$ cat config.mk
export PLATFORM = sky130hd
export DESIGN_NAME = interrupt_entry_sequencer
export DESIGN_NICKNAME = d
export VERILOG_FILES = /design/src/hdl/irq_entry_pkg.sv /design/src/hdl/interrupt_entry_sequencer.sv
export SDC_FILE = /design/constraint.sdc
export NUM_CORES = 1
export LEC_CHECK = 0
export ABC_AREA = 0
export BUFFER_PORTS_ARGS = -buffer_cell sky130_fd_sc_hd__buf_2
export CAP_MARGIN = 20
export CORE_MARGIN = 2
export CORE_UTILIZATION = 27
export CTS_CLUSTER_SIZE = 16
export DETAILED_ROUTE_END_ITERATION = 10
export HOLD_SLACK_MARGIN = 0.02
export MAX_ROUTING_LAYER = met4
export PLACE_DENSITY = 0.42
export RECOVER_POWER = 100
export SYNTH_ARGS = -nofsm -noshare
export SYNTH_HDL_FRONTEND = slang
export SYNTH_SLANG_ARGS = --single-unit
export TNS_END_PERCENT = 5
$ cat constraint.sdc
create_clock -name pclk -period 31.2 [get_ports pclk]
set_input_delay 3.12 -clock pclk [delete_from_list [all_inputs] [get_ports pclk]]
set_output_delay 3.12 -clock pclk [all_outputs]
set_load 0.005 [all_outputs]
$ cat src/hdl/irq_entry_pkg.sv
// constants and types shared by the interrupt entry sequencer
package irq_entry_pkg;
    // register byte offsets
    localparam logic [7:0] ADDR_FLAG = 8'h00;
    localparam logic [7:0] ADDR_PEND = 8'h04;
    localparam logic [7:0] ADDR_LEVEL = 8'h08;
    localparam logic [7:0] ADDR_PC = 8'h0C;
    localparam logic [7:0] ADDR_ISP = 8'h10;
    localparam logic [7:0] ADDR_USP = 8'h14;
    localparam logic [7:0] ADDR_STATUS = 8'h18;
    localparam logic [7:0] ADDR_TIMING = 8'h1C;
    // flag word fields
    localparam int FLAG_D_BIT = 2;
    localparam int FLAG_I_BIT = 6;
    localparam int FLAG_U_BIT = 7;
    localparam int PRIO_LSB = 12;
    localparam logic [15:0] FLAG_RESET = 16'h0000;
    // fixed-source pending bit positions in the pending register
    localparam int PEND_NMI = 16;
    localparam int PEND_BRK = 17;
    localparam int PEND_WDT = 18;
    localparam int PEND_SS = 19;
    localparam int PEND_AM = 20;
    // bus address of the interrupt information read
    localparam logic [19:0] INFO_ADDR = 20'h00000;
    // entry timing in cycles
    localparam logic [4:0] CYC_EVEN = 5'h12;
    localparam logic [4:0] CYC_BUS8 = 5'h14;
    localparam logic [4:0] CYC_BRK_EXTRA = 5'h02;
    localparam logic [4:0] CYC_SS_AM_EXTRA = 5'h01;
    localparam logic [4:0] CYC_PUSH_START = 5'h03;
    localparam logic [4:0] WAIT_MAX = 5'h1E;
    // priority levels loaded on entry
    localparam logic [2:0] PRIO_NMI_WDT = 3'h7;
    localparam logic [2:0] PRIO_RESET = 3'h0;
    // software interrupt numbers that keep the stack select flag
    localparam logic [5:0] SWI_KEEP_U_LO = 6'h20;
    localparam logic [5:0] SWI_KEEP_U_HI = 6'h3F;
    typedef enum logic [2:0] {
        SRC_NONE = 3'b000, SRC_NMI = 3'b001, SRC_BRK = 3'b010, SRC_WDT = 3'b011,
        SRC_PERIPH = 3'b100, SRC_SS = 3'b101, SRC_AM = 3'b110, SRC_SWI = 3'b111
    } src_t;
    typedef enum logic [2:0] {
        ST_RUN = 3'b000, ST_ENTRY = 3'b001, ST_RET_LO = 3'b010,
        ST_RET_HI = 3'b011, ST_RET_END = 3'b100
    } state_t;
endpackage

$ cat src/hdl/interrupt_entry_sequencer.sv
// interrupt acceptance, entry sequence, stacking and return for the cpu core
//
// The APB interface to the registers and the address map were chosen for this implementation.
`timescale 1ns/1ns
`default_nettype none
module interrupt_entry_sequencer
#(
    parameter int NUM_PERIPH = 8
) (
    // clock and reset
    input wire logic pclk,
    input wire logic presetn,
    // apb slave
    input wire logic psel,
    input wire logic penable,
    input wire logic pwrite,
    input wire logic [7:0] paddr,
    input wire logic [31:0] pwdata,
    output logic [31:0] prdata,
    output logic pready,
    output logic pslverr,
    // request sources, one-cycle pulses
    input wire logic [NUM_PERIPH-1:0] periph_req,
    input wire logic nmi_req,
    input wire logic debugger_break_request,
    input wire logic wdt_req,
    input wire logic single_step_req,
    input wire logic addr_match_req,
    // core instruction status
    input wire logic instr_done,
    input wire logic instr_busy,
    input wire logic instr_suspendable,
    input wire logic swi_exec,
    input wire logic [5:0] swi_num,
    input wire logic return_from_handler_instr,
    input wire logic bus_8bit,
    input wire logic vector_odd,
    input wire logic [19:0] handler_addr,
    // stack and information bus
    output logic mem_we,
    output logic mem_re,
    output logic mem_byte,
    output logic [19:0] mem_addr,
    output logic [15:0] mem_wdata,
    input wire logic [15:0] mem_rdata,
    // handler start
    output logic handler_start,
    output irq_entry_pkg::src_t accepted_src,
    output logic [2:0] processor_priority_level
);
    import irq_entry_pkg::*;

    state_t state_reg;
    src_t src_reg;
    logic [15:0] flag_word, temp_flag_reg;
    logic [19:0] pc_reg;
    logic [15:0] isp_reg, usp_reg;
    logic [NUM_PERIPH-1:0] pend_reg;
    logic [4:0] fixed_pend_reg;
    logic [3*NUM_PERIPH-1:0] level_reg;
    logic [4:0] cnt_reg, wait_reg, max_wait_reg, last_len_reg;
    logic overrun_reg, keep_u_reg;
    logic [7:0] per_idx_reg;
    logic [2:0] per_lvl_reg;

    // apb decode; every access completes in its first access cycle
    wire wr_en = psel & penable & pwrite;
    wire hit_flag = paddr == ADDR_FLAG;
    wire hit_pend = paddr == ADDR_PEND;
    wire hit_level = paddr == ADDR_LEVEL;
    wire hit_pc = paddr == ADDR_PC;
    wire hit_isp = paddr == ADDR_ISP;
    wire hit_usp = paddr == ADDR_USP;
    wire hit_status = paddr == ADDR_STATUS;
    wire hit_timing = paddr == ADDR_TIMING;
    wire mapped = hit_flag | hit_pend | hit_level | hit_pc | hit_isp | hit_usp
        | hit_status | hit_timing;
    assign pready = 1'b1;
    assign pslverr = psel & penable & ~mapped;
    wire [31:0] pend_word = {11'h000, fixed_pend_reg, {(16 - NUM_PERIPH){1'b0}}, pend_reg};
    assign prdata = hit_flag ? {16'h0000, flag_word}
        : hit_pend ? pend_word
        : hit_level ? {{(32 - 3*NUM_PERIPH){1'b0}}, level_reg}
        : hit_pc ? {12'h000, pc_reg}
        : hit_isp ? {16'h0000, isp_reg}
        : hit_usp ? {16'h0000, usp_reg}
        : hit_status ? {per_idx_reg, 16'h0000, overrun_reg, src_reg, 1'b0, state_reg}
        : hit_timing ? {17'h00000, last_len_reg, 5'h00, max_wait_reg}
        : 32'h0000_0000;

    wire i_flag = flag_word[FLAG_I_BIT];
    wire u_flag = flag_word[FLAG_U_BIT];
    assign processor_priority_level = flag_word[PRIO_LSB+:3];

    // peripheral arbitration: the highest level wins, equal levels go to the lower index
    logic [2:0] best_lvl;
    logic [7:0] best_idx;
    logic best_ok;
    always_comb begin
        best_lvl = 3'h0;
        best_idx = 8'h00;
        best_ok = 1'b0;
        for (int i = NUM_PERIPH - 1; i >= 0; i--) begin
            if (pend_reg[i] && level_reg[3*i+:3] > processor_priority_level &&
                level_reg[3*i+:3] >= best_lvl) begin
                best_lvl = level_reg[3*i+:3];
                best_idx = 8'(i);
                best_ok = 1'b1;
            end
        end
    end
    wire per_ok = best_ok & i_flag;

    // fixed hardware order; reset is presetn itself and outranks all
    wire src_t pick = fixed_pend_reg[0] ? SRC_NMI
        : fixed_pend_reg[1] ? SRC_BRK
        : fixed_pend_reg[2] ? SRC_WDT
        : per_ok ? SRC_PERIPH
        : fixed_pend_reg[3] ? SRC_SS
        : fixed_pend_reg[4] ? SRC_AM
        : SRC_NONE;
    // a normal instruction is judged at its end, a block instruction at once
    wire boundary = instr_done | (instr_busy & instr_suspendable);
    wire in_run = state_reg == ST_RUN;
    wire take_swi = in_run & swi_exec;
    wire take_hw = in_run & ~swi_exec & boundary & (pick != SRC_NONE);
    wire accept = take_swi | take_hw;
    wire ack_info = (state_reg == ST_ENTRY) & (cnt_reg == 5'h00);

    // active stack pointer picked by the current stack-select flag
    wire [15:0] sp = u_flag ? usp_reg : isp_reg;
    wire sp_odd = sp[0];
    wire [4:0] base_len = bus_8bit ? CYC_BUS8
        : CYC_EVEN + {4'h0, vector_odd} + {4'h0, sp_odd};
    wire [4:0] extra_len = (src_reg == SRC_BRK) ? CYC_BRK_EXTRA
        : (src_reg == SRC_SS || src_reg == SRC_AM) ? CYC_SS_AM_EXTRA : 5'h00;
    wire [4:0] entry_len = base_len + extra_len;
    wire entry_last = (state_reg == ST_ENTRY) & (cnt_reg == entry_len - 5'h01);

    // push schedule; only the combined flag halfword and pc low are stacked
    wire [4:0] pstep = cnt_reg - CYC_PUSH_START;
    wire pushing = (state_reg == ST_ENTRY) & (cnt_reg >= CYC_PUSH_START)
        & (pstep < (sp_odd ? 5'h04 : 5'h02));
    wire second_val = sp_odd ? pstep[1] : pstep[0];
    wire [15:0] push_val = second_val ? pc_reg[15:0]
        : {pc_reg[19:16], temp_flag_reg[15:12], temp_flag_reg[7:0]};
    wire [15:0] push_base = sp - (second_val ? 16'h0004 : 16'h0002);
    wire hi_byte = sp_odd & ~pstep[0];
    assign mem_we = pushing;
    assign mem_byte = pushing & sp_odd;
    assign mem_re = ack_info | state_reg == ST_RET_LO | state_reg == ST_RET_HI;
    assign mem_addr = ack_info ? INFO_ADDR
        : pushing ? {4'h0, push_base + {15'h0000, hi_byte}}
        : {4'h0, sp + (state_reg == ST_RET_HI ? 16'h0002 : 16'h0000)};
    assign mem_wdata = ~pushing ? 16'h0000
        : ~sp_odd ? push_val
        : hi_byte ? {8'h00, push_val[15:8]} : {8'h00, push_val[7:0]};
    assign handler_start = entry_last;
    assign accepted_src = src_reg;

    // sequencer state
    always_ff @(posedge pclk or negedge presetn) begin
        if (!presetn) begin
            state_reg <= ST_RUN;
            cnt_reg <= 5'h00;
            src_reg <= SRC_NONE;
            keep_u_reg <= 1'b0;
            per_idx_reg <= 8'h00;
            per_lvl_reg <= 3'h0;
            last_len_reg <= 5'h00;
        end else begin
            unique case (state_reg)
                ST_RUN: begin
                    cnt_reg <= 5'h00;
                    if (accept) begin
                        state_reg <= ST_ENTRY;
                        src_reg <= take_swi ? SRC_SWI : pick;
                        keep_u_reg <= take_swi && swi_num >= SWI_KEEP_U_LO
                            && swi_num <= SWI_KEEP_U_HI;
                        per_idx_reg <= best_idx;
                        per_lvl_reg <= best_lvl;
                    end else if (return_from_handler_instr) begin
                        state_reg <= ST_RET_LO;
                    end
                end
                ST_ENTRY: begin
                    cnt_reg <= cnt_reg + 5'h01;
                    if (entry_last) begin
                        state_reg <= ST_RUN;
                        last_len_reg <= entry_len;
                    end
                end
                ST_RET_LO: state_reg <= ST_RET_HI;
                ST_RET_HI: state_reg <= ST_RET_END;
                ST_RET_END: state_reg <= ST_RUN;
                default: state_reg <= ST_RUN;
            endcase
        end
    end

    // flag word, hidden temporary and program counter
    wire [2:0] prio_next = (src_reg == SRC_PERIPH) ? per_lvl_reg
        : (src_reg == SRC_NMI || src_reg == SRC_WDT) ? PRIO_NMI_WDT
        : processor_priority_level;
    always_ff @(posedge pclk or negedge presetn) begin
        if (!presetn) begin
            flag_word <= FLAG_RESET;
            temp_flag_reg <= 16'h0000;
            pc_reg <= 20'h00000;
        end else begin
            if (state_reg == ST_ENTRY && cnt_reg == 5'h01)
                temp_flag_reg <= flag_word;
            if (state_reg == ST_ENTRY && cnt_reg == 5'h02) begin
                flag_word[FLAG_I_BIT] <= 1'b0;
                flag_word[FLAG_D_BIT] <= 1'b0;
                if (!keep_u_reg)
                    flag_word[FLAG_U_BIT] <= 1'b0;
            end else if (entry_last) begin
                flag_word[PRIO_LSB+:3] <= prio_next;
            end else if (state_reg == ST_RET_END) begin
                flag_word <= {mem_rdata[11:8], flag_word[11:8], mem_rdata[7:0]};
            end else if (wr_en && hit_flag && in_run) begin
                flag_word <= pwdata[15:0];
            end
            if (entry_last)
                pc_reg <= handler_addr;
            else if (state_reg == ST_RET_HI)
                pc_reg[15:0] <= mem_rdata;
            else if (state_reg == ST_RET_END)
                pc_reg[19:16] <= mem_rdata[15:12];
            else if (wr_en && hit_pc && in_run)
                pc_reg <= pwdata[19:0];
        end
    end

    // stack pointers move only after their pushes or pops
    wire sp_dn = entry_last;
    wire sp_up = state_reg == ST_RET_END;
    always_ff @(posedge pclk or negedge presetn) begin
        if (!presetn) begin
            isp_reg <= 16'h0000;
            usp_reg <= 16'h0000;
        end else begin
            if ((sp_dn || sp_up) && !u_flag)
                isp_reg <= sp_dn ? isp_reg - 16'h0004 : isp_reg + 16'h0004;
            else if (wr_en && hit_isp && in_run)
                isp_reg <= pwdata[15:0];
            if ((sp_dn || sp_up) && u_flag)
                usp_reg <= sp_dn ? usp_reg - 16'h0004 : usp_reg + 16'h0004;
            else if (wr_en && hit_usp && in_run)
                usp_reg <= pwdata[15:0];
        end
    end

    // pending bits: a request in the same cycle as a clear keeps the bit set
    wire [4:0] fixed_req = {addr_match_req, single_step_req, wdt_req, debugger_break_request,
        nmi_req};
    wire [4:0] fixed_ack = ack_info ? {src_reg == SRC_AM, src_reg == SRC_SS,
        src_reg == SRC_WDT, src_reg == SRC_BRK, src_reg == SRC_NMI} : 5'h00;
    genvar g;
    generate
        for (g = 0; g < NUM_PERIPH; g++) begin : g_pend
            wire ack_g = ack_info && src_reg == SRC_PERIPH && per_idx_reg == 8'(g);
            wire clr_g = (wr_en && hit_pend && !pwdata[g]) || ack_g;
            always_ff @(posedge pclk or negedge presetn) begin
                if (!presetn)
                    pend_reg[g] <= 1'b0;
                else
                    pend_reg[g] <= periph_req[g] | (pend_reg[g] & ~clr_g);
            end
        end
    endgenerate
    always_ff @(posedge pclk or negedge presetn) begin
        if (!presetn) begin
            fixed_pend_reg <= 5'h00;
            level_reg <= '0;
        end else begin
            fixed_pend_reg <= fixed_req | (fixed_pend_reg & ~fixed_ack
                & ~(wr_en && hit_pend ? ~pwdata[PEND_AM:PEND_NMI] : 5'h00));
            if (wr_en && hit_level)
                level_reg <= pwdata[3*NUM_PERIPH-1:0];
        end
    end

    // wait monitor: cycles from a pending candidate to the instruction boundary
    always_ff @(posedge pclk or negedge presetn) begin
        if (!presetn) begin
            wait_reg <= 5'h00;
            max_wait_reg <= 5'h00;
            overrun_reg <= 1'b0;
        end else begin
            wait_reg <= (in_run && pick != SRC_NONE && !accept && wait_reg != 5'h1F)
                ? wait_reg + 5'h01 : 5'h00;
            if (wait_reg > max_wait_reg)
                max_wait_reg <= wait_reg;
            if (wait_reg > WAIT_MAX)
                overrun_reg <= 1'b1;
        end
    end
endmodule // interrupt_entry_sequencer
`default_nettype wire

==> results.md <==
* Status: complete, but fails checks
* Violated checks: max-capacitance violations, max-slew violations
* Vias at 11,700
* Area post-placement at 13,700 sq um
* Critical path required time at 31,520 ps
* Flops & latches, synth at 151
* Cell taking the most area after synthesis: dfrtp_1
* Core ar. at 45,200 sq um
* I/O pin count at 187
* GPL Wtd Cong at 0.882
* Switching Fraction at 48.5%
* Distinct cells, synth at 84
* MaxCap Viol Count at 5
* Ys flop type: dfrtp_1
* Postcts setup bufs at 0
* Vias in the first global route at 11,000
* Clock sinks at 151
* CP Max Fanout at 10
* Routed WL per cell at 23.2 um
* Peak Freq at 74.1 MHz
* Number of gates resized after CTS at 0
* DRC Markers at 0
* First-pass GRT wire length at 74,700 um
* Final Critical Period at 13,500 ps
* Most frequent cells in the layout: 160 x nand2_1, 151 x dfrtp_1, 146 x nor2_1
* RSZ-0062 raised after global routing: no
* Largest stage delay, worst path at 710 ps
* Clock root cell: clkbuf_16
* Post-synth EDFFs at 0
* Total CTS buffers at 17
* CTS tree: done
* IO buf count at 163
* Width of the die at 217 um
* Clock skew at 13.7 ps
* Post-Route WL at 51,200 um
* Post-route ant nets at 0
* Antenna cell count at 0
* Internal at 625 uW
* Largest net degree at the start of global routing at 89
* GRT Overall Usage at 22.1%
* CTS Hold Buffers Added at 0
* Logic pwr share at 56.0%
* Cell repeated most along the worst path: ha_1
* Inst Count DP at 2,178
* Switching power total at 589 uW
* CTS HTree Levels at 4
* Clock Tree Buf Depth at 2
* Synth Cell Area at 12,300 sq um
* Reg clk slew, reported paths at 70 ps
* Initial Utilization at 27.2%
* Hpwl dp at 39,900 um
* Sequential-to-total area share from yosys stat at 30.7%
* Critical path class: register to register
* Clk_lat worst skew at 450 ps
* CP Data Arrival Time at 13,820 ps
* Pre-antenna DRT Iters at 6
* Maximum VDD drop at 0.0370 mV
* Area Growth Syn to Fin at 14.8%
* Period utilization at 43.3%
* Share of cells above drive strength 1 at 13.8%
* Top cells by area, synth: dfrtp_1 31%, ha_1 11%, nand2_1 4.9%
* Startpoint types: register
* NumNets Final at 1,821
* Die Span Y at 217 um
* Setup TNS at 0 ps
* Max-slew headroom at -240%
* Final hold viol count at 0
* Overflow after GRT at 0
* Share of the synthesized area in the top cell type at 30.7%
* Min setup slack post-route at 17,700 ps
* Die area at 47,300 sq um
* Syn Inst Count at 1,461
* Design Area, Final at 14,100 sq um
* Max FFs per register at 24
* Placement Rows at 78
* Power per Cell Area at 85.9 nW/um^2
* Slew @ Worst Pin at 5110 ps
* Drt initial violations at 949
* P_leak at 0.00650 uW
* Initial antenna violation count at 0
* Setup Viol. Count Final at 0
* Crit end category: register
* Syn_area_per_cell at 8.42 sq um
* Flop pwr share at 26.9%
* Syn. warnings at 0
* Share of synthesized registers carrying an async set or reset at 100%
* Commonest non-fill, non-tap cell in the layout: nand2_1
* Post-layout util at 31.3%
* Clock power share at 17.0%
* Hold Path Class: register to register
* Placement Setup Slack at 18,910 ps
* Vias per cell at 5.31
* Max Slew Vio Count at 270
* Fin cells at 2,212
* Critical Path Slowest Stage Cell: clkbuf_1
[layer usage]
layer,vias up,global-route usage [%],part of all wire [%]
li1,5527,-,-
met1,5839,32.1,49
met2,345,33.2,45
met3,34,1.98,4.8
met5,-,-,0
met4,0,5.07,1.6
[cells by family (layout without fill, tap and decap cells)]
group	count (synthesis)	count (layout)	share of synthesized area [%]
xor gates and xnor gates	51	51	3.63
adders and majority gates	115	115	11.9
and+or+nand+nor	515	515	19.5
AOI/OAI and AO/OA	386	386	21.1
muxes	89	89	7.79
DFF	151	151	30.7
buffers and inverters	152	295	5.30
other	2	10	0.0610
[worst max-delay path: cells and delay by family (launching register included)]
kind / cells / cell delay [ps]
compound gates: 21 / 5920
simple gates: 18 / 3380
fa+ha+maj: 8 / 2320
buf+inv: 3 / 960
flops: 1 / 450
mux: 1 / 390
[cell usage after synthesis (all sizes together) (9+ instances only)]
library cell	instances
inv	75
or3	11
a31oi	36
a22oi	49
nor2	147
nand3	54
a221oi	12
nand2b	15
nor3	34
dfrtp	151
o211ai	9
and3	29
and2	13
mux2i	47
ha	112
nand2	161
or2	10
xor2	15
clkbuf	54
nor2b	22
a221o	15
mux2	42
o21ai	100
buf	21
a21oi	70
xnor2	36
a21o	20
[through the flow]
step	power (uW)	hold WS, ps
CTS	1230	475
detailed placement	1020	459
global placement	1010	451
global route	1310	511
finish	1210	474
floorplan	799	439
[worst paths after layout]
kind / start / to / slack, ps / cells after the start
max: flag_word[14] / per_lvl_reg[0] / 17700 / 51
min: last_len_reg[4] / last_len_reg[4] / 470 / 1
max reg2reg: flag_word[14] / per_lvl_reg[0] / 17700 / 51
min reg2reg: last_len_reg[4] / last_len_reg[4] / 470 / 1
max in group asynchronous: presetn / flag_word[2] / 21220 / 2
min in group asynchronous: presetn / cnt_reg[3] / 4530 / 1
[power by group through the flow]
stage	clock network, uW	logic (uW)	registers, uW
6_report	207	680	327
5_1_grt	219	754	335
4_1_cts	211	698	325
3_5_place_dp	0	695	329
3_3_place_gp	0	686	327
2_1_floorplan	0	514	285
[layout make-up]
cell class / instances / area (sq um)
fillers: 4845 / 31100
multi-input cells: 1166 / 7880
flip-flops and latches: 151 / 3780
repair buffers: 186 / 868
well taps: 600 / 751
clock buffers: 19 / 453
inverters: 77 / 289
clock inverters: 13 / 113
No activity file was read; power rests on OpenSTA's default activity.
